<file path="config.mk">
export PLATFORM = sky130hd
export DESIGN_NAME = interrupt_vector_priority_map
export DESIGN_NICKNAME = d
export VERILOG_FILES = /design/src/hw/irq_map_pkg.sv /design/src/hw/interrupt_vector_priority_map.sv /design/src/hw/irq_level_store.sv
export SDC_FILE = /design/constraint.sdc
export NUM_CORES = 1
export LEC_CHECK = 0
export BUFFER_PORTS_ARGS = -buffer_cell sky130_fd_sc_hd__buf_2
export CELL_PAD_IN_SITES_DETAIL_PLACEMENT = 2
export CELL_PAD_IN_SITES_GLOBAL_PLACEMENT = 2
export CORE_MARGIN = 5
export CORE_UTILIZATION = 29
export DETAILED_ROUTE_END_ITERATION = 6
export PLACE_DENSITY_LB_ADDON = 0.3
export SYNTH_ARGS = -nofsm -noshare
export SYNTH_HDL_FRONTEND = slang
export SYNTH_SLANG_ARGS = --single-unit
export TNS_END_PERCENT = 50
</file>
<file path="constraint.sdc">
create_clock -name sys_clk -period 41.5 [get_ports sys_clk]
set_input_delay 12.45 -clock sys_clk [delete_from_list [all_inputs] [get_ports sys_clk]]
set_output_delay 12.45 -clock sys_clk [all_outputs]
set_load 0.02 [all_outputs]
</file>
<file path="src/hw/irq_map_pkg.sv">
/*
 * Constants and carrier types for the interrupt request mapping logic.
 * Assumes a single machine clock and a synchronous active-low reset.
 */
package irq_map_pkg;

    // ****************************************************************
    // Sizes
    // ****************************************************************
    localparam int unsigned REQ_COUNT   = 24;
    localparam int unsigned LEVEL_W     = 2;
    localparam int unsigned REQ_IDX_W   = 5;
    localparam int unsigned VEC_W       = 16;

    // ****************************************************************
    // Vector table: request 0 at the top, each next pair two bytes lower
    // ****************************************************************
    localparam logic [15:0] VEC_BASE    = 16'hfffa;
    localparam logic [15:0] VEC_STEP    = 16'h0002;
    localparam logic [15:0] VEC_LAST    = 16'hffcc;

    // Peripheral request numbers
    localparam logic [4:0] REQ_CT0_LO   = 5'h05;
    localparam logic [4:0] REQ_CT0_HI   = 5'h06;
    localparam logic [4:0] REQ_PG1_LO   = 5'h09;
    localparam logic [4:0] REQ_PG1_HI   = 5'h0a;
    localparam logic [4:0] REQ_PG0_HI   = 5'h0c;
    localparam logic [4:0] REQ_PG0_LO   = 5'h0d;
    localparam logic [4:0] REQ_CT1_HI   = 5'h0e;
    localparam logic [4:0] REQ_CT1_LO   = 5'h16;

    // Reset value of every level field (lowest urgency, 3 = masked)
    localparam logic [1:0] LEVEL_RESET  = 2'h3;

    // Level field store reset image
    localparam logic [47:0] LEVELS_RESET = 48'hffff_ffff_ffff;

    // ****************************************************************
    // Carriers
    // ****************************************************************
    typedef struct packed {
        logic        valid;
        logic [4:0]  req;
        logic [1:0]  level;
        logic [15:0] vec_addr;
    } irq_sel_t;

    typedef struct packed {
        logic        we;
        logic [4:0]  req;
        logic [1:0]  level;
    } level_wr_t;

    typedef enum logic [1:0] {
        ST_IDLE  = 2'b00,
        ST_POST  = 2'b01,
        ST_HOLD  = 2'b11
    } fwd_state_t;

    // Vector upper-byte address for a request number
    function automatic logic [15:0] vec_of(input logic [4:0] req);
        vec_of = VEC_BASE - {req[3:0] == 4'h0 && req[4] == 1'b0 ? 16'h0000 :
                             {10'h000, req, 1'b0}};
    endfunction

endpackage

</file>
<file path="src/hw/interrupt_vector_priority_map.sv">
/*
 * Interrupt vector and priority map: 24 requests, two-bit level each,
 * fixed number order on ties, vector address to the CPU core.
 * Assumes request lines are synchronous to sys_clk and level writes
 * come from logic on the same clock.
 */
`timescale 1ns/1ps
`default_nettype none
module interrupt_vector_priority_map (
    // Clock and reset
    input  wire logic                   sys_clk,
    input  wire logic                   rst_n,
    // Generic request lines, one per request number
    input  wire logic [23:0]            irq_req,
    // Timer and pulse generator halves
    input  wire logic                   timer0_lo_irq,
    input  wire logic                   timer0_hi_irq,
    input  wire logic                   timer1_lo_irq,
    input  wire logic                   timer1_hi_irq,
    input  wire logic                   programmable_pulse_generator0_lo_irq,
    input  wire logic                   programmable_pulse_generator0_hi_irq,
    input  wire logic                   programmable_pulse_generator1_lo_irq,
    input  wire logic                   programmable_pulse_generator1_hi_irq,
    // Level field write port
    input  wire irq_map_pkg::level_wr_t level_wr,
    // CPU current interrupt level
    input  wire logic [1:0]             cpu_level,
    // Request to the CPU core and level field read-out
    output var irq_map_pkg::irq_sel_t   cpu_irq_q,
    output logic [15:0]                 vec_lo_addr_q,
    output logic [47:0]                 levels_q
);
    import irq_map_pkg::*;

    // ****************************************************************
    // Request mapping
    // ****************************************************************
    logic [23:0] req_all;

    // Merge peripheral halves onto their request numbers
    always_comb begin
        req_all = irq_req;
        req_all[REQ_CT0_LO] = irq_req[REQ_CT0_LO] | timer0_lo_irq;
        req_all[REQ_CT0_HI] = irq_req[REQ_CT0_HI] | timer0_hi_irq;
        req_all[REQ_CT1_HI] = irq_req[REQ_CT1_HI] | timer1_hi_irq;
        req_all[REQ_CT1_LO] = irq_req[REQ_CT1_LO] | timer1_lo_irq;
        req_all[REQ_PG1_LO] = irq_req[REQ_PG1_LO]
                            | programmable_pulse_generator1_lo_irq;
        req_all[REQ_PG1_HI] = irq_req[REQ_PG1_HI]
                            | programmable_pulse_generator1_hi_irq;
        req_all[REQ_PG0_HI] = irq_req[REQ_PG0_HI]
                            | programmable_pulse_generator0_hi_irq;
        req_all[REQ_PG0_LO] = irq_req[REQ_PG0_LO]
                            | programmable_pulse_generator0_lo_irq;
    end

    // ****************************************************************
    // Level field store
    // ****************************************************************
    // Fields indexed by request number
    irq_level_store u_store (
        .sys_clk  (sys_clk),
        .rst_n    (rst_n),
        .wr       (level_wr),
        .levels_q (levels_q)
    );

    // ****************************************************************
    // Selection
    // ****************************************************************
    irq_sel_t   sel_d;
    logic [1:0] lvl_i;
    logic [1:0] best_lvl;

    // Most urgent level wins, ties to lowest number (scan high to low)
    always_comb begin
        sel_d    = '0;
        best_lvl = 2'h3;
        lvl_i    = 2'h3;
        for (int i = REQ_COUNT - 1; i >= 0; i--) begin
            lvl_i = levels_q[2*i +: 2];
            // level must beat the CPU level; lower value is more urgent
            if (req_all[i] && (lvl_i < cpu_level) && (lvl_i <= best_lvl)) begin
                best_lvl       = lvl_i;
                sel_d.valid    = 1'b1;
                sel_d.req      = 5'(i);
                sel_d.level    = lvl_i;
            end
        end
        sel_d.vec_addr = sel_d.valid ? VEC_BASE - {10'h000, sel_d.req, 1'b0}
                                     : 16'h0000;
    end

    // Output registers
    always_ff @(posedge sys_clk) begin
        if (!rst_n) begin
            cpu_irq_q     <= '0;
            vec_lo_addr_q <= 16'h0000;
        end else begin
            cpu_irq_q     <= sel_d;
            vec_lo_addr_q <= sel_d.valid ? sel_d.vec_addr + 16'h0001 : 16'h0000;
        end
    end

    // ****************************************************************
    // Checks
    // ****************************************************************
    // Upper vector byte address follows the table
    vec_table_a: assert property (@(posedge sys_clk) disable iff (!rst_n)
        cpu_irq_q.valid |-> cpu_irq_q.vec_addr ==
            16'hfffa - {10'h000, cpu_irq_q.req, 1'b0})
        else $error("vector address not in table");

    // Lower vector byte sits one address above
    vec_pair_a: assert property (@(posedge sys_clk) disable iff (!rst_n)
        cpu_irq_q.valid |-> vec_lo_addr_q == cpu_irq_q.vec_addr + 16'h0001)
        else $error("lower vector byte not next address");

    // Forwarded level beats the CPU level
    cpu_gate_a: assert property (@(posedge sys_clk) disable iff (!rst_n)
        cpu_irq_q.valid |-> cpu_irq_q.level < $past(cpu_level))
        else $error("forwarded level not above cpu level");

    // Request 0 at level 0 wins whenever the CPU level is above 0
    tie_order_a: assert property (@(posedge sys_clk) disable iff (!rst_n)
        ($past(req_all[0]) && $past(levels_q[1:0]) == 2'h0 &&
         $past(cpu_level) != 2'h0) |-> cpu_irq_q.req == 5'h00)
        else $error("request 0 not first");

    // Timer channel 0 lower half alone reaches its vector
    timer0_lo_a: assert property (@(posedge sys_clk) disable iff (!rst_n)
        (timer0_lo_irq && irq_req == 24'h000000 && levels_q[11:10] == 2'h0 &&
         cpu_level == 2'h3 && !(|{timer0_hi_irq, timer1_lo_irq, timer1_hi_irq,
         programmable_pulse_generator0_lo_irq, programmable_pulse_generator0_hi_irq,
         programmable_pulse_generator1_lo_irq, programmable_pulse_generator1_hi_irq})
         && $stable(levels_q)) |=> cpu_irq_q.vec_addr == 16'hfff0)
        else $error("timer 0 lower half vector wrong");

    // Timer channel 1 upper half vector pair
    timer1_hi_a: assert property (@(posedge sys_clk) disable iff (!rst_n)
        (cpu_irq_q.valid && cpu_irq_q.req == 5'h0e) |->
            cpu_irq_q.vec_addr == 16'hffde && vec_lo_addr_q == 16'hffdf)
        else $error("timer 1 upper half vector wrong");

    // Timer channel 1 lower half vector pair
    timer1_lo_a: assert property (@(posedge sys_clk) disable iff (!rst_n)
        (cpu_irq_q.valid && cpu_irq_q.req == 5'h16) |->
            cpu_irq_q.vec_addr == 16'hffce && vec_lo_addr_q == 16'hffcf)
        else $error("timer 1 lower half vector wrong");

    // Pulse generator channel 1 lower half vector
    pulse_map_a: assert property (@(posedge sys_clk) disable iff (!rst_n)
        (cpu_irq_q.valid && cpu_irq_q.req == 5'h09) |->
            cpu_irq_q.vec_addr == 16'hffe8)
        else $error("pulse generator 1 lower vector wrong");

    // Pulse generator channel 0 upper half vector
    pulse0_map_a: assert property (@(posedge sys_clk) disable iff (!rst_n)
        (cpu_irq_q.valid && cpu_irq_q.req == 5'h0c) |->
            cpu_irq_q.vec_addr == 16'hffe2)
        else $error("pulse generator 0 upper vector wrong");

    // Writes to existing fields land one edge later
    level_write_a: assert property (@(posedge sys_clk) disable iff (!rst_n)
        (level_wr.we && level_wr.req < 5'(REQ_COUNT)) |=>
            levels_q[{$past(level_wr.req), 1'b0} +: 2] == $past(level_wr.level))
        else $error("level field not written");

    // Writes past the last request leave every field alone
    write_range_a: assert property (@(posedge sys_clk) disable iff (!rst_n)
        (level_wr.we && level_wr.req >= 5'(REQ_COUNT)) |=> $stable(levels_q))
        else $error("out of range level write changed a field");

    // Reset puts every field at level 3 and drops the request
    reset_clear_a: assert property (@(posedge sys_clk)
        !rst_n |=> !cpu_irq_q.valid && levels_q == LEVELS_RESET)
        else $error("reset did not clear levels and request");

    // Timer channel 0 upper half vector pair
    timer0_hi_a: assert property (@(posedge sys_clk) disable iff (!rst_n)
        (cpu_irq_q.valid && cpu_irq_q.req == 5'h06) |->
            cpu_irq_q.vec_addr == 16'hffee && vec_lo_addr_q == 16'hffef)
        else $error("timer 0 upper half vector wrong");

    // Pulse generator channel 1 upper half vector pair
    pulse1_hi_a: assert property (@(posedge sys_clk) disable iff (!rst_n)
        (cpu_irq_q.valid && cpu_irq_q.req == 5'h0a) |->
            cpu_irq_q.vec_addr == 16'hffe6 && vec_lo_addr_q == 16'hffe7)
        else $error("pulse generator 1 upper vector wrong");

    // Pulse generator channel 0 lower half vector pair
    pulse0_lo_a: assert property (@(posedge sys_clk) disable iff (!rst_n)
        (cpu_irq_q.valid && cpu_irq_q.req == 5'h0d) |->
            cpu_irq_q.vec_addr == 16'hffe0 && vec_lo_addr_q == 16'hffe1)
        else $error("pulse generator 0 lower vector wrong");

    // Level 3 is never forwarded
    masked_level_a: assert property (@(posedge sys_clk) disable iff (!rst_n)
        cpu_irq_q.valid |-> cpu_irq_q.level != 2'h3)
        else $error("level 3 request forwarded");

    // No pending request, nothing forwarded at the next edge
    idle_drop_a: assert property (@(posedge sys_clk) disable iff (!rst_n)
        req_all == 24'h000000 |=> !cpu_irq_q.valid)
        else $error("request forwarded with none pending");

    // Vector outputs read zero while nothing is forwarded
    vec_idle_a: assert property (@(posedge sys_clk) disable iff (!rst_n)
        !cpu_irq_q.valid |->
            cpu_irq_q.vec_addr == 16'h0000 && vec_lo_addr_q == 16'h0000)
        else $error("vector address shown without request");

endmodule
`default_nettype wire

</file>
<file path="src/hw/irq_level_store.sv">
/*
 * Level field store: 24 two-bit fields with registered read-out.
 * Assumes one writer on the machine clock.
 */
`timescale 1ns/1ps
`default_nettype none
module irq_level_store (
    // Clock and reset
    input  wire logic                   sys_clk,
    input  wire logic                   rst_n,
    // Write port
    input  wire irq_map_pkg::level_wr_t wr,
    // Registered read-out of all fields
    output logic [47:0]                 levels_q
);
    import irq_map_pkg::*;

    logic [47:0] levels_d;

    // Next field image
    always_comb begin
        levels_d = levels_q;
        // Numbers past the last request select no field
        if (wr.we && wr.req < 5'(REQ_COUNT)) begin
            levels_d[{wr.req, 1'b0} +: 2] = wr.level;
        end
    end

    // Field registers
    always_ff @(posedge sys_clk) begin
        if (!rst_n) begin
            levels_q <= LEVELS_RESET;
        end else begin
            levels_q <= levels_d;
        end
    end

endmodule
`default_nettype wire

</file>
# Word level (Yosys, flattened, before mapping)
# Cells that the tools add are included.
dict set report totals {
  regBits 88
  in_bits 44
  out_inout_bits 88
}
dict set report op_classes {
  add_sub_neg 3
  magnitude_cmp 49
  shift 2
  muxes 49
  bitwise 8
  reduce_logical 50
}
# operator n
set op_table {}
lappend op_table {{2-to-1 mux 8 bit} 24}
lappend op_table {{logical AND 1 bit} 49}
lappend op_table {{bitwise mux 48 bit} 1}
lappend op_table {{< comparator 2 bit} 24}
lappend op_table {{variable shift 2 x 8 -> 48 bit (first input constant)} 1}
lappend op_table {{indexed part select 2 x 8 -> 48 bit} 1}
lappend op_table {{less-or-equal comparator 2 bit} 23}
lappend op_table {{2-to-1 mux 2 bit} 23}
lappend op_table {{adder 16 x 1 -> 16 bit (second input constant)} 1}
lappend op_table {{2-to-1 mux 16 bit} 1}
lappend op_table {{negator 6 -> 8 bit} 1}
lappend op_table {{bitwise OR 1 bit} 8}
lappend op_table {{subtractor 4 x 7 -> 8 bit (first input constant)} 1}
lappend op_table {{< comparator 5 bit (second input constant)} 1}
lappend op_table {{less-or-equal comparator 2 bit (second input constant)} 1}
lappend op_table {{AND reduction 2 bit} 1}

# Logic depth before layout (Yosys ltp)
# Gate-level depths: netlist (run 1).
dict set report depth {
  depth_word 76
  mapped_depth 168
  ltp_nobuf 163
}

# Modules after synthesis
# From an unflattened synthesis (run 1), not the netlist that was laid out.
dict set report unflattened {
  hier_cells 804
  area_unflattened_um2 6286.0
}
# mod instances cells_each area_each_um2
set modules_own_cells {}
lappend modules_own_cells {interrupt_vector_priority_map 1 555 4050.1}
lappend modules_own_cells {irq_level_store 1 249 2235.9}

# Worst setup path after synthesis (run 1)
# OpenSTA, ideal clock, no wires.
dict set report synth_timing {
  kind {input port to flip-flop}
  start {in cpu_level[1]}
  end {reg cpu_irq_q[4] (netlist bit)}
  setup_time_ns 0.115
  t_arrival_ns 41.412
  required_time_ns 41.385
  setup_slack_ns -0.027
  path_stages 163
  path_buffers 5
  cell_sequence {inv_1 > ha_1 > a211oi_4 > ha_1 > nor2b_1 > o21ai_0 > nand2_1 > a31oi_1 > ha_1 > nor2_1 > a211oi_1 > nor2_1 > nor3_1 > o211ai_1 > ha_1 > nor2_1 > a2111oi_2 > o21ba_2 > [127 not listed] > nand2_1 > o21ai_0 > nand4b_1 > nand3_1 > o21ai_0 > a41oi_2 > ha_1 > inv_1 > a21oi_1 > a21oi_1 > nor4bb_1 > clkbuf_1 > nor2_1 > o211ai_1 > o31ai_1 > ha_1 > xnor2_1 > and2_1}
}
# element line_no
set synth_lines {}
lappend synth_lines {{from (decl)} interrupt_vector_priority_map.sv:27} ;# input wire logic [1:0] cpu_level,
lappend synth_lines {{to (signal assigned)} interrupt_vector_priority_map.sv:100} ;# cpu_irq_q <= sel_d;
lappend synth_lines {{to (decl)} interrupt_vector_priority_map.sv:29} ;# output var irq_map_pkg::irq_sel_t cpu_irq_q,

# Worst setup path after layout (run 1)
dict set report layout_timing {
  start {in cpu_level[1]}
  end {reg cpu_irq_q[17] (netlist bit)}
}
dict set report layout_between {
  elab_chain_len 73
}
# element line_no
set layout_rtl {}
lappend layout_rtl {{< comparator 2 bit} interrupt_vector_priority_map.sv:83} ;# if (req_all[i] && (lvl_i < cpu_level) && (lvl_i <= best_lvl)) begin
lappend layout_rtl {{logical AND 1 bit (2 in a row)} interrupt_vector_priority_map.sv:83}
lappend layout_rtl {{2-to-1 mux 2 bit} interrupt_vector_priority_map.sv:83}
lappend layout_rtl {{less-or-equal comparator 2 bit} interrupt_vector_priority_map.sv:83}
lappend layout_rtl {{logical AND 1 bit} interrupt_vector_priority_map.sv:83}
lappend layout_rtl {{2-to-1 mux 2 bit} interrupt_vector_priority_map.sv:83}
lappend layout_rtl {{less-or-equal comparator 2 bit} interrupt_vector_priority_map.sv:83}
lappend layout_rtl {{logical AND 1 bit} interrupt_vector_priority_map.sv:83}
lappend layout_rtl {{[56 not listed]} n/a}
lappend layout_rtl {{logical AND 1 bit} interrupt_vector_priority_map.sv:83}
lappend layout_rtl {{2-to-1 mux 2 bit} interrupt_vector_priority_map.sv:83}
lappend layout_rtl {{less-or-equal comparator 2 bit} interrupt_vector_priority_map.sv:83}
lappend layout_rtl {{logical AND 1 bit} interrupt_vector_priority_map.sv:83}
lappend layout_rtl {{2-to-1 mux 2 bit} interrupt_vector_priority_map.sv:83}
lappend layout_rtl {{less-or-equal comparator 2 bit} interrupt_vector_priority_map.sv:83}
lappend layout_rtl {{logical AND 1 bit} interrupt_vector_priority_map.sv:83}
lappend layout_rtl {{2-to-1 mux 8 bit (*)} interrupt_vector_priority_map.sv:83}
# Mark *: on every way between the ends. The rest lies on a longest branch, timed or not.
# A chain may end at the register's enable or synchronous reset.

==> results of run 1 <==
-- what timing repair did --
| item | CTS | global route |
|---|---|---|
| pin swaps | 7 | 61 |
| setup endpoints to repair | 22 | 22 |
| resized for setup | 23 | 84 |
| cloned | 0 | 1 |
| setup buffers | 11 | 30 |
| hold endpoints to repair | 0 | 0 |
-- cells by family after synthesis --
logic type / after synthesis
AOI/OAI and AO/OA: 227
xor gates and xnor gates: 2
adders and majority gates: 58
buffers and inverters: 88
DFF: 70
muxes: 7
other: 1
and+or+nand+nor: 361
-- layer usage --
layer / part of all wire / up-vias
li1: - / 3405
met1: 0.45 / 3603
met2: 0.50 / 131
met3: 0.040 / 37
met4: 0.016 / 2
met5: 0.00025 / -
-- metrics by stage --
stage	hold WS [ns]	TNS, ns	util	power (mW)	setup WS, ns
detailed placement	0.563	-33.53	0.343	0.172	-1.96
CTS	0.571	0	0.364	0.247	0.0581
global route	0.608	-8.67	0.389	0.276	-0.760
global placement	0.532	-9.71	0.343	0.169	-0.845
finish	0.582	0	0.389	0.262	0.943
floorplan	0.563	0	-	0.141	0.00700
-- layout make-up --
class                   count  share of cell area
multi-input cells         656               0.587
flip-flops and latches     70               0.165
repair buffers            215               0.153
well taps                 280              0.0412
clock buffers               9              0.0265
inverters                  50              0.0225
clock inverters             6             0.00471
-- critical path: cells and delay by family --
kind | cells | cell delay, ns
compound gates | 61 | 10.77
fa+ha+maj | 27 | 7.42
buf+inv | 9 | 1.12
mux | 1 | 0.29
simple gates | 68 | 8.66
-- sequential cells by signal, summed over array words and instances, names as in the netlist --
name	flops
cpu_irq_q	14
u_store.levels_q	48
vec_lo_addr_q	8
-- worst paths after layout --
| kind | startpoint | end | slack [ns] | cells after the start |
|---|---|---|---|---|
| max | cpu_level[1] | cpu_irq_q[17] | 0.94 | 166 |
| min | u_store.levels_q[28] | u_store.levels_q[28] | 0.58 | 2 |
| max reg2reg | u_store.levels_q[47] | cpu_irq_q[17] | 12.84 | 163 |
| min reg2reg | u_store.levels_q[28] | u_store.levels_q[28] | 0.58 | 2 |
-- placed cells by master (no fill, tap or decap), types with 8 or more instances in the layout --
| master | instances |
|---|---|
| a21oi_1 | 21 |
| o21ai_0 | 16 |
| a211o_1 | 10 |
| nor2b_1 | 12 |
| buf_2 | 129 |
| nor2_2 | 11 |
| nor3_1 | 21 |
| nand2_1 | 107 |
| nand3_1 | 20 |
| buf_4 | 82 |
| o211ai_1 | 21 |
| dfxtp_1 | 70 |
| nand2b_1 | 19 |
| nor2_4 | 8 |
| o21a_1 | 9 |
| nand4_1 | 11 |
| ha_1 | 50 |
| and2_1 | 10 |
| clkbuf_16 | 9 |
| o311ai_0 | 27 |
| o21ai_1 | 9 |
| nor2_1 | 74 |
| inv_1 | 49 |
-- Yosys cell counts (all sizes together) (9+ instances only) --
| cell | count | area (um2) |
|---|---|---|
| nand2 | 111 | 419 |
| nor2 | 93 | 367 |
| dfxtp | 70 | 1400 |
| ha | 55 | 688 |
| inv | 50 | 188 |
| o21ai | 34 | 185 |
| buf | 27 | 205 |
| o311ai | 27 | 236 |
| a21oi | 25 | 129 |
| nor3 | 25 | 141 |
| o211ai | 24 | 213 |
| nand2b | 23 | 159 |
| nand3 | 23 | 125 |
| nor2b | 15 | 109 |
| and2 | 13 | 81.3 |
| a211oi | 12 | 113 |
| nand4 | 12 | 81.3 |
| a211o | 11 | 105 |
| clkbuf | 11 | 41.3 |
| a2111oi | 10 | 125 |
| o2111ai | 9 | 103 |
| o21a | 9 | 67.6 |
-- power by group --
group / internal [mW] / switching [mW]
sequential: 0.0732 / 0.00309
clock: 0.0400 / 0.0308
combinational: 0.0474 / 0.0677
==> flow_metrics.env, run 1 <==
export IMPL_syn_area_um2=6410
export IMPL_worstSetupStartpointType="primary input"
export IMPL_track_usage=0.208
export IMPL_final_max_slew_viol_count=0
export IMPL_crit_required_ns=41.71
export IMPL_max_freq_mhz=24.7
export IMPL_syn_nets=913
export IMPL_antenna_left=0
export IMPL_final_area_um2=8500
export IMPL_powerDensity_nw_per_um2=30.8
export IMPL_yosysWarnings=0
export IMPL_drt_iter0_drc=302
export IMPL_areaGrowthSynthToFinish_pct=32.6
export IMPL_core_um2=21800
export IMPL_maxCapViolations=0
export IMPL_maxSlewHeadroom=0.294
export IMPL_vdd_drop_max_uv=18.9
export IMPL_drc=0
export IMPL_cts_sinks=70
export IMPL_setup_viol=0
export IMPL_vias_per_cell=5.58
export IMPL_yosys_area_share_simple=0.287
export IMPL_antenna_cells=0
export IMPL_leakage_nw=3.94
export IMPL_die_w_um=159
export IMPL_die_area_um2=25200
export IMPL_grt_max_degree=59
export IMPL_first_pass_iters=4
export IMPL_synth_top_family_by_area="compound AO/OA/AOI/OAI gates"
export IMPL_fin_crit_sh=0.977
export IMPL_std_cell_rows=54
export IMPL_met2_usage=0.355
export IMPL_grt_antenna_before_repair=1
export IMPL_layout_drive_gt1_share=0.352
export IMPL_netlist_instances=814
export IMPL_finalHoldViolCount=0
export IMPL_synth_edf_count=0
export IMPL_multi_input_area_um2=4990
export IMPL_finClkSkew_ns=0.00748
export IMPL_grt_pass1_wl_um=41100
export IMPL_crit_path_max_incr_delay_ns=0.43
export IMPL_synth_compound_area_share=0.300
export IMPL_ioPinCount=132
export IMPL_layout_cells_non_filler=1286
export IMPL_synthAdderAreaFrac=0.113
export IMPL_status="finished, final reports clean"
export IMPL_overflow=0
export IMPL_vias=7178
export IMPL_fin_crit_ns=40.56
export IMPL_dp_cells=1229
export IMPL_final_nets=1101
export IMPL_wl_um=28400
export IMPL_worst_pin_slew_ns=1.06
export IMPL_cp_slowest_cell="or4_4"
export IMPL_dp_hpwl_um=20700
export IMPL_htree_levels=3
export IMPL_criticalPathCategory="primary input to flip-flop"
export IMPL_hp_class="flip-flop to flip-flop"
export IMPL_fillers=2525
export IMPL_cts_buffers=9
export IMPL_globalRouteMet3Util=0.0294
export IMPL_grtUsageMet1=0.280
export IMPL_routabilityCongestion=0.856
export IMPL_busiest_layer="met2"
export IMPL_syn_avg_cell_area_um2=7.87
export IMPL_port_buffers=130
export IMPL_critical_path_arrival_ns=40.77
export IMPL_clk_insertion_delay_late_ns=0.34
export IMPL_synthMuxAreaShare=0.0109
export IMPL_clk_pin_slew_ns=0.06
export IMPL_cpMostUsedCell="ha_1"
export IMPL_yosysUniqueCellTypes=104
export IMPL_wl_per_cell_um=22.1
export IMPL_grt_pass1_vias=7375
export IMPL_die_h_um=159
export IMPL_cts_max_path_buffers=2
export IMPL_synthArstFlopShare=0
export IMPL_yosys_area_share_xor_xnor=0.00273
export IMPL_dpl_cell_area_um2=7490
export IMPL_tritoncts="built"
export IMPL_cp_max_fo=5
export IMPL_synth_ff_type="dfxtp_1"
export IMPL_ff_latch_area_um2=1400
export IMPL_ys_seq_area_frac=0.219
export IMPL_start_util=0.294
export IMPL_cts_hold_fix_buffers=0
export IMPL_cts_root_buffer="clkbuf_16"
export IMPL_crit_path_end_kind="flip-flop"
export IMPL_ys_ff_latch=70
Power figures use the tool's default switching activity.
==> run 2, diff against run 1 <==
Settings changed: ABC_AREA set to 1, CORE_MARGIN 5 to 2, CORE_UTILIZATION 29 to 26, CTS_CLUSTER_SIZE set to 16.
==> flow_metrics.env, run 2 <==
export IMPL_synthTopCellsByCount="nand2_1, inv_1, nor2_1"
export IMPL_grt_max_degree=42
export IMPL_synth_top_cell_area_share=0.244
export IMPL_ys_ff_latch=70
export IMPL_yosys_area_top_type="dfxtp_1"
export IMPL_sw_frac_of_total=0.375
export IMPL_grt_pass1_wl_um=35500
export IMPL_wl_per_cell_um=16.9
export IMPL_drc=0
export IMPL_syn_area_um2=5740
export IMPL_die_w_um=153
export IMPL_pwr_share_comb=0.358
export IMPL_cts_buffers=9
export IMPL_vias_per_cell=4.93
export IMPL_track_usage=0.189
export IMPL_wl_um=21900
export IMPL_tritoncts="built"
export IMPL_layout_drive_gt1_share=0.174
export IMPL_clk_insertion_delay_late_ns=0.34
export IMPL_netlist_instances=896
export IMPL_power_total_mw=0.240
export IMPL_dp_hpwl_um=18000
export IMPL_synth_ff_type="dfxtp_1"
export IMPL_port_buffers=130
export IMPL_cts_max_path_buffers=2
export IMPL_cts_setup_buffers=0
export IMPL_die_area_um2=23300
export IMPL_syn_nets=995
export IMPL_synthTopCellsByArea="dfxtp_1, nand2_1, ha_1"
export IMPL_die_h_um=153
export IMPL_areaGrowthSynthToFinish_pct=19.7
export IMPL_cts_sinks=70
export IMPL_start_util=0.264
export IMPL_critical_path_arrival_ns=38.16
export IMPL_status="finished, final reports clean"
export IMPL_dp_slack_ns=2.43
export IMPL_finClkSkew_ns=0.00459
export IMPL_switchingPower_mw=0.0899
export IMPL_cpMostUsedCell="nand2_1"
export IMPL_final_nets=1109
export IMPL_antenna_left=0
export IMPL_fin_crit_ns=37.94
export IMPL_overflow=0
export IMPL_max_freq_mhz=26.4
export IMPL_ys_seq_area_frac=0.244
export IMPL_setup_viol=0
export IMPL_final_common_cell="nand2_1"
export IMPL_clk_pin_slew_ns=0.05
export IMPL_layout_cells_non_filler=1295
export IMPL_synth_edf_count=0
export IMPL_yosysUniqueCellTypes=46
export IMPL_crit_path_max_incr_delay_ns=0.56
export IMPL_htree_levels=3
export IMPL_ioPinCount=132
export IMPL_crit_required_ns=41.73
export IMPL_grt_pass1_vias=6635
export IMPL_routabilityCongestion=0.847
export IMPL_vdd_drop_max_uv=12.8
export IMPL_vias=6388
export IMPL_leakage_nw=3.70
export IMPL_hold_ws_ns=0.543
export IMPL_worst_pin_slew_ns=1.10
export IMPL_syn_avg_cell_area_um2=6.41
export IMPL_yosysWarnings=0
export IMPL_grt_antenna_before_repair=0
export IMPL_finalSetupTns_ns=0
export IMPL_rsz0062_at_grt="false"
export IMPL_reg_top3="u_store.levels_q x48, cpu_irq_q x14, vec_lo_addr_q x8"
export IMPL_worstSetupStartpointType="primary input"
export IMPL_antenna_cells=0
export IMPL_synthArstFlopShare=0
export IMPL_drt_iter0_drc=274
export IMPL_std_cell_rows=54
export IMPL_core_um2=21800
export IMPL_cp_max_fo=24
export IMPL_cp_slowest_cell="nor4_1"
export IMPL_mostFrequentLayoutCells="nand2_1, inv_1, buf_2"
export IMPL_maxCapViolations=0
export IMPL_powerDensity_nw_per_um2=34.8
export IMPL_first_pass_iters=4
export IMPL_fin_ws_ns=3.56
export IMPL_crit_path_end_kind="flip-flop"
export IMPL_cts_root_buffer="clkbuf_16"
export IMPL_largest_register_ffs=48
export IMPL_criticalPathCategory="primary input to flip-flop"
export IMPL_p_int_mw=0.150
export IMPL_maxSlewHeadroom=0.257
export IMPL_fin_crit_sh=0.914
export IMPL_pwr_share_clk=0.328
export IMPL_top_register="u_store.levels_q"
export IMPL_final_max_slew_viol_count=0
export IMPL_p_seq_frac=0.315
export IMPL_post_synth_top_count_cell="nand2_1"
export IMPL_dp_cells=1279
export IMPL_hp_class="flip-flop to flip-flop"
export IMPL_finalHoldViolCount=0
==> run 2: what timing repair did <==
action                     CTS  global route
setup endpoints to repair    0            20
hold buffers                 0             0
resized for setup            0             2
==> run 2: worst paths after layout <==
kind	end	cells after the start	slack, ns	start
worst min-delay path	u_store.levels_q[0]	2	0.54	u_store.levels_q[0]
worst max register to register	vec_lo_addr_q[4]	172	15.83	u_store.levels_q[47]
worst min register to register	u_store.levels_q[0]	2	0.54	u_store.levels_q[0]
worst max-delay path	vec_lo_addr_q[4]	175	3.56	cpu_level[1]
==> run 2: final cells by class <==
cell class                 count  area, um2
tap                          280        350
fill                        2743      14900
timing repair buffer         132        666
multi-input combinational    660       3640
sequential                    70       1400
clock buffer                  12        256
inverter                     137        515
clock inverter                 4       45.0
==> run 2: cell families (layout without fill, tap and decap cells) <==
logic type,after synthesis,count (layout),share of synthesized area
and+or+nand+nor,417,417,0.310
AOI/OAI and AO/OA,185,185,0.198
buffers and inverters,166,285,0.124
DFF,70,70,0.244
adders and majority gates,55,55,0.120
xor gates and xnor gates,2,2,0.00305
other,1,1,0.000653
==> run 2: worst max-delay path: cells and delay by family <==
family	cells	cell delay, ns
xor gates and xnor gates	1	0.19
buffers and inverters	32	2.99
and+or+nand+nor	91	11.01
adders and majority gates	25	6.60
AOI/OAI and AO/OA	26	4.88
==> run 2: layer usage <==
layer  share of wire  up-vias  global-route usage
met5               0        -                   0
met4           0.011        0              0.0348
met3           0.040       14              0.0284
met2            0.48      131               0.330
met1            0.47     3058               0.248
li1                -     3185                   -
==> run 2: power groups by stage <==
stage	registers (mW)	logic (mW)	clock network (mW)
floorplan	0.0842	0.0525	0
detailed placement	0.0770	0.0858	0
global placement	0.0767	0.0833	0
CTS	0.0756	0.0864	0.0802
global route	0.0763	0.0974	0.0836
finish	0.0754	0.0857	0.0785
==> run 2: per-stage QoR <==
step | util | cell area, um2
finish | 0.316 | 6880
CTS | 0.315 | 6860
detailed placement | 0.302 | 6560
global route | 0.316 | 6880
global placement | 0.302 | 6560
floorplan | - | 5740
==> run 3, diff against run 2 <==
Settings changed: SYNTH_HIERARCHICAL set to 1.
==> flow_metrics.env, run 3 <==
export IMPL_status="finished, final reports clean"
export IMPL_leakage_nw=3.86
export IMPL_cts_hold_fix_buffers=0
export IMPL_synth_edf_count=0
export IMPL_vdd_drop_max_uv=19.1
export IMPL_synthTopCellsByCount="nand2_1, inv_1, nand3_1"
export IMPL_rsz0062_at_grt="false"
export IMPL_dp_slack_ns=2.60
export IMPL_drt_iter0_drc=148
export IMPL_fin_crit_sh=0.925
export IMPL_hp_class="flip-flop to flip-flop"
export IMPL_die_area_um2=24300
export IMPL_final_common_cell="nand2_1"
export IMPL_core_um2=22600
export IMPL_fin_crit_ns=38.40
export IMPL_hp_start="u_store/levels_q[2]"
export IMPL_dpl_cell_area_um2=6780
export IMPL_ioPinCount=132
export IMPL_drc=0
export IMPL_worstHoldPathCells=2
export IMPL_post_synth_top_count_cell="nand2_1"
export IMPL_yosysUniqueCellTypes=46
export IMPL_power_total_mw=0.252
export IMPL_vias_per_cell=4.88
export IMPL_ys_ff_latch=70
export IMPL_htree_levels=3
export IMPL_fin_ws_ns=3.10
export IMPL_largest_register_ffs=48
export IMPL_clk_pin_slew_ns=0.06
export IMPL_fin_util=0.314
export IMPL_reg_top3="u_store/levels_q x48, cpu_irq_q x14, vec_lo_addr_q x8"
export IMPL_grt_max_degree=52
export IMPL_antenna_cells=0
export IMPL_crit_path_max_incr_delay_ns=0.58
export IMPL_top_register="u_store/levels_q"
export IMPL_cts_setup_buffers=0
export IMPL_cpMostUsedCell="nand2_1"
export IMPL_layout_drive_gt1_share=0.199
export IMPL_antenna_left=0
export IMPL_finalHoldViolCount=0
export IMPL_p_int_mw=0.155
export IMPL_yosysWarnings=6
export IMPL_mostFrequentLayoutCells="nand2_1, buf_2, inv_1, nand3_1, nor2_1"
export IMPL_netlist_instances=951
export IMPL_worstRegToRegCells=166
export IMPL_clk_insertion_delay_late_ns=0.35
export IMPL_grt_antenna_before_repair=0
export IMPL_crit_path_end_kind="flip-flop"
export IMPL_port_buffers=130
export IMPL_maxSlewHeadroom=0.302
export IMPL_syn_area_um2=5990
export IMPL_critical_path_arrival_ns=38.63
export IMPL_finClkSkew_ns=0.00943
export IMPL_first_pass_iters=4
export IMPL_vias=6594
export IMPL_layout_cells_non_filler=1352
export IMPL_start_util=0.265
export IMPL_synthArstFlopShare=0
export IMPL_overflow=0
export IMPL_hold_ws_ns=0.501
export IMPL_cp_slowest_cell="nor4_1"
export IMPL_cts_root_buffer="clkbuf_16"
export IMPL_die_h_um=156
export IMPL_die_w_um=156
export IMPL_wl_um=22800
export IMPL_worst_pin_slew_ns=1.05
export IMPL_pwr_share_clk=0.345
export IMPL_synth_ff_type="dfxtp_1"
export IMPL_rr_startpoint="u_store/levels_q[47]"
export IMPL_postCtsResizedCells=0
export IMPL_p_seq_frac=0.301
export IMPL_tritoncts="built"
export IMPL_cts_max_path_buffers=2
export IMPL_wl_per_cell_um=16.9
export IMPL_setup_viol=0
export IMPL_pwr_share_comb=0.354
export IMPL_fillers=2813
export IMPL_cp_max_fo=24
export IMPL_routabilityCongestion=0.835
export IMPL_maxCapViolations=0
export IMPL_syn_nets=1050
export IMPL_holdPathEnd="u_store/levels_q[2]"
export IMPL_syn_avg_cell_area_um2=6.30
export IMPL_final_max_slew_viol_count=0
export IMPL_worstReg2RegEnd="vec_lo_addr_q[4]"
export IMPL_sw_frac_of_total=0.384
export IMPL_yosys_area_top_type="dfxtp_1"
export IMPL_rrSetupSlack_ns=15.40
export IMPL_max_freq_mhz=26.0
export IMPL_grt_pass1_vias=6846
export IMPL_grt_pass1_wl_um=36400
export IMPL_finalSetupTns_ns=0
export IMPL_ys_seq_area_frac=0.234
export IMPL_synth_top_cell_area_share=0.234
export IMPL_dp_cells=1336
export IMPL_crit_required_ns=41.73
export IMPL_powerDensity_nw_per_um2=35.4
export IMPL_cts_sinks=70
export IMPL_track_usage=0.192
export IMPL_switchingPower_mw=0.0966
export IMPL_std_cell_rows=55
export IMPL_final_nets=1161
export IMPL_final_area_um2=7100
export IMPL_areaGrowthSynthToFinish_pct=18.6
export IMPL_worstSetupStartpointType="primary input"
export IMPL_cts_buffers=9
export IMPL_synthTopCellsByArea="dfxtp_1, nand2_1, ha_1"
export IMPL_criticalPathCategory="primary input to flip-flop"
export IMPL_dp_hpwl_um=18300
## run 3: changes by cell type in the layout (fill, tap and decap cells not counted), moves of 7 or more
cell      previous run  this run
a21oi_1             43        31
inv_1              132       117
inv_2                3        10
nand2_1            204       229
nand2_2              7        15
nand3_1             44       117
nand4_1              4        13
nor2_2               5        17
nor3_1              23        13
o211ai_1            36         7
o21ai_0             70        58
## run 3: routing by layer
layer	wire length (um)	part of all wire	up-vias	global-route usage
met3	674	0.030	15	0.0294
met2	11000	0.48	107	0.337
met4	289	0.013	0	0.0419
met1	10900	0.48	3158	0.248
li1	-	-	3314	-
met5	0	0	-	0
## run 3: critical path, delay by kind of cell
family	cells	cell delay, ns
and+or+nand+nor	89	12.24
adders and majority gates	25	6.62
AOI/OAI and AO/OA	29	4.39
buffers and inverters	25	2.62
xor gates and xnor gates	1	0.21
## run 3: cell families (layout without fill, tap and decap cells)
family / after synthesis / after routing / synth area share
XOR/XNOR: 1 / 1 / 0.00146
AND/OR/NAND/NOR: 534 / 534 / 0.400
flip-flops: 70 / 70 / 0.234
other: 1 / 1 / 0.000626
adder cells (fa/ha/maj): 55 / 55 / 0.115
AO/OA/AOI/OAI: 129 / 129 / 0.130
buffers and inverters: 161 / 277 / 0.119
## run 3: how the worst max path moves through the flow
stage | from | to | slack, ns | cells past startpoint
after global placement | cpu_level[1] | cpu_irq_q[4] | 3.68 | 170
after CTS | cpu_level[1] | vec_lo_addr_q[4] | 2.83 | 170
after floorplan | cpu_level[1] | cpu_irq_q[4] | 6.73 | 167
final | cpu_level[1] | vec_lo_addr_q[4] | 3.10 | 169
after global routing | cpu_level[1] | vec_lo_addr_q[4] | 0.1 | 170
after detailed placement | cpu_level[1] | vec_lo_addr_q[4] | 2.60 | 170
## run 3: layout make-up
cell class | instances | area, um2 | share of cell area
flip-flops and latches | 70 | 1400 | 0.197
clock inverters | 6 | 93.8 | 0.0132
inverters | 130 | 490 | 0.0691
clock buffers | 10 | 229 | 0.0322
multi-input cells | 720 | 3870 | 0.545
repair buffers | 131 | 658 | 0.0927
well taps | 285 | 357 | 0.0502
## run 3: power groups by stage
stage | registers, mW | logic [mW] | clock network, mW
global route | 0.0767 | 0.101 | 0.0912
CTS | 0.0760 | 0.0904 | 0.0892
detailed placement | 0.0776 | 0.0894 | 0
floorplan | 0.0849 | 0.0569 | 0
global placement | 0.0773 | 0.0872 | 0
finish | 0.0758 | 0.0891 | 0.0868
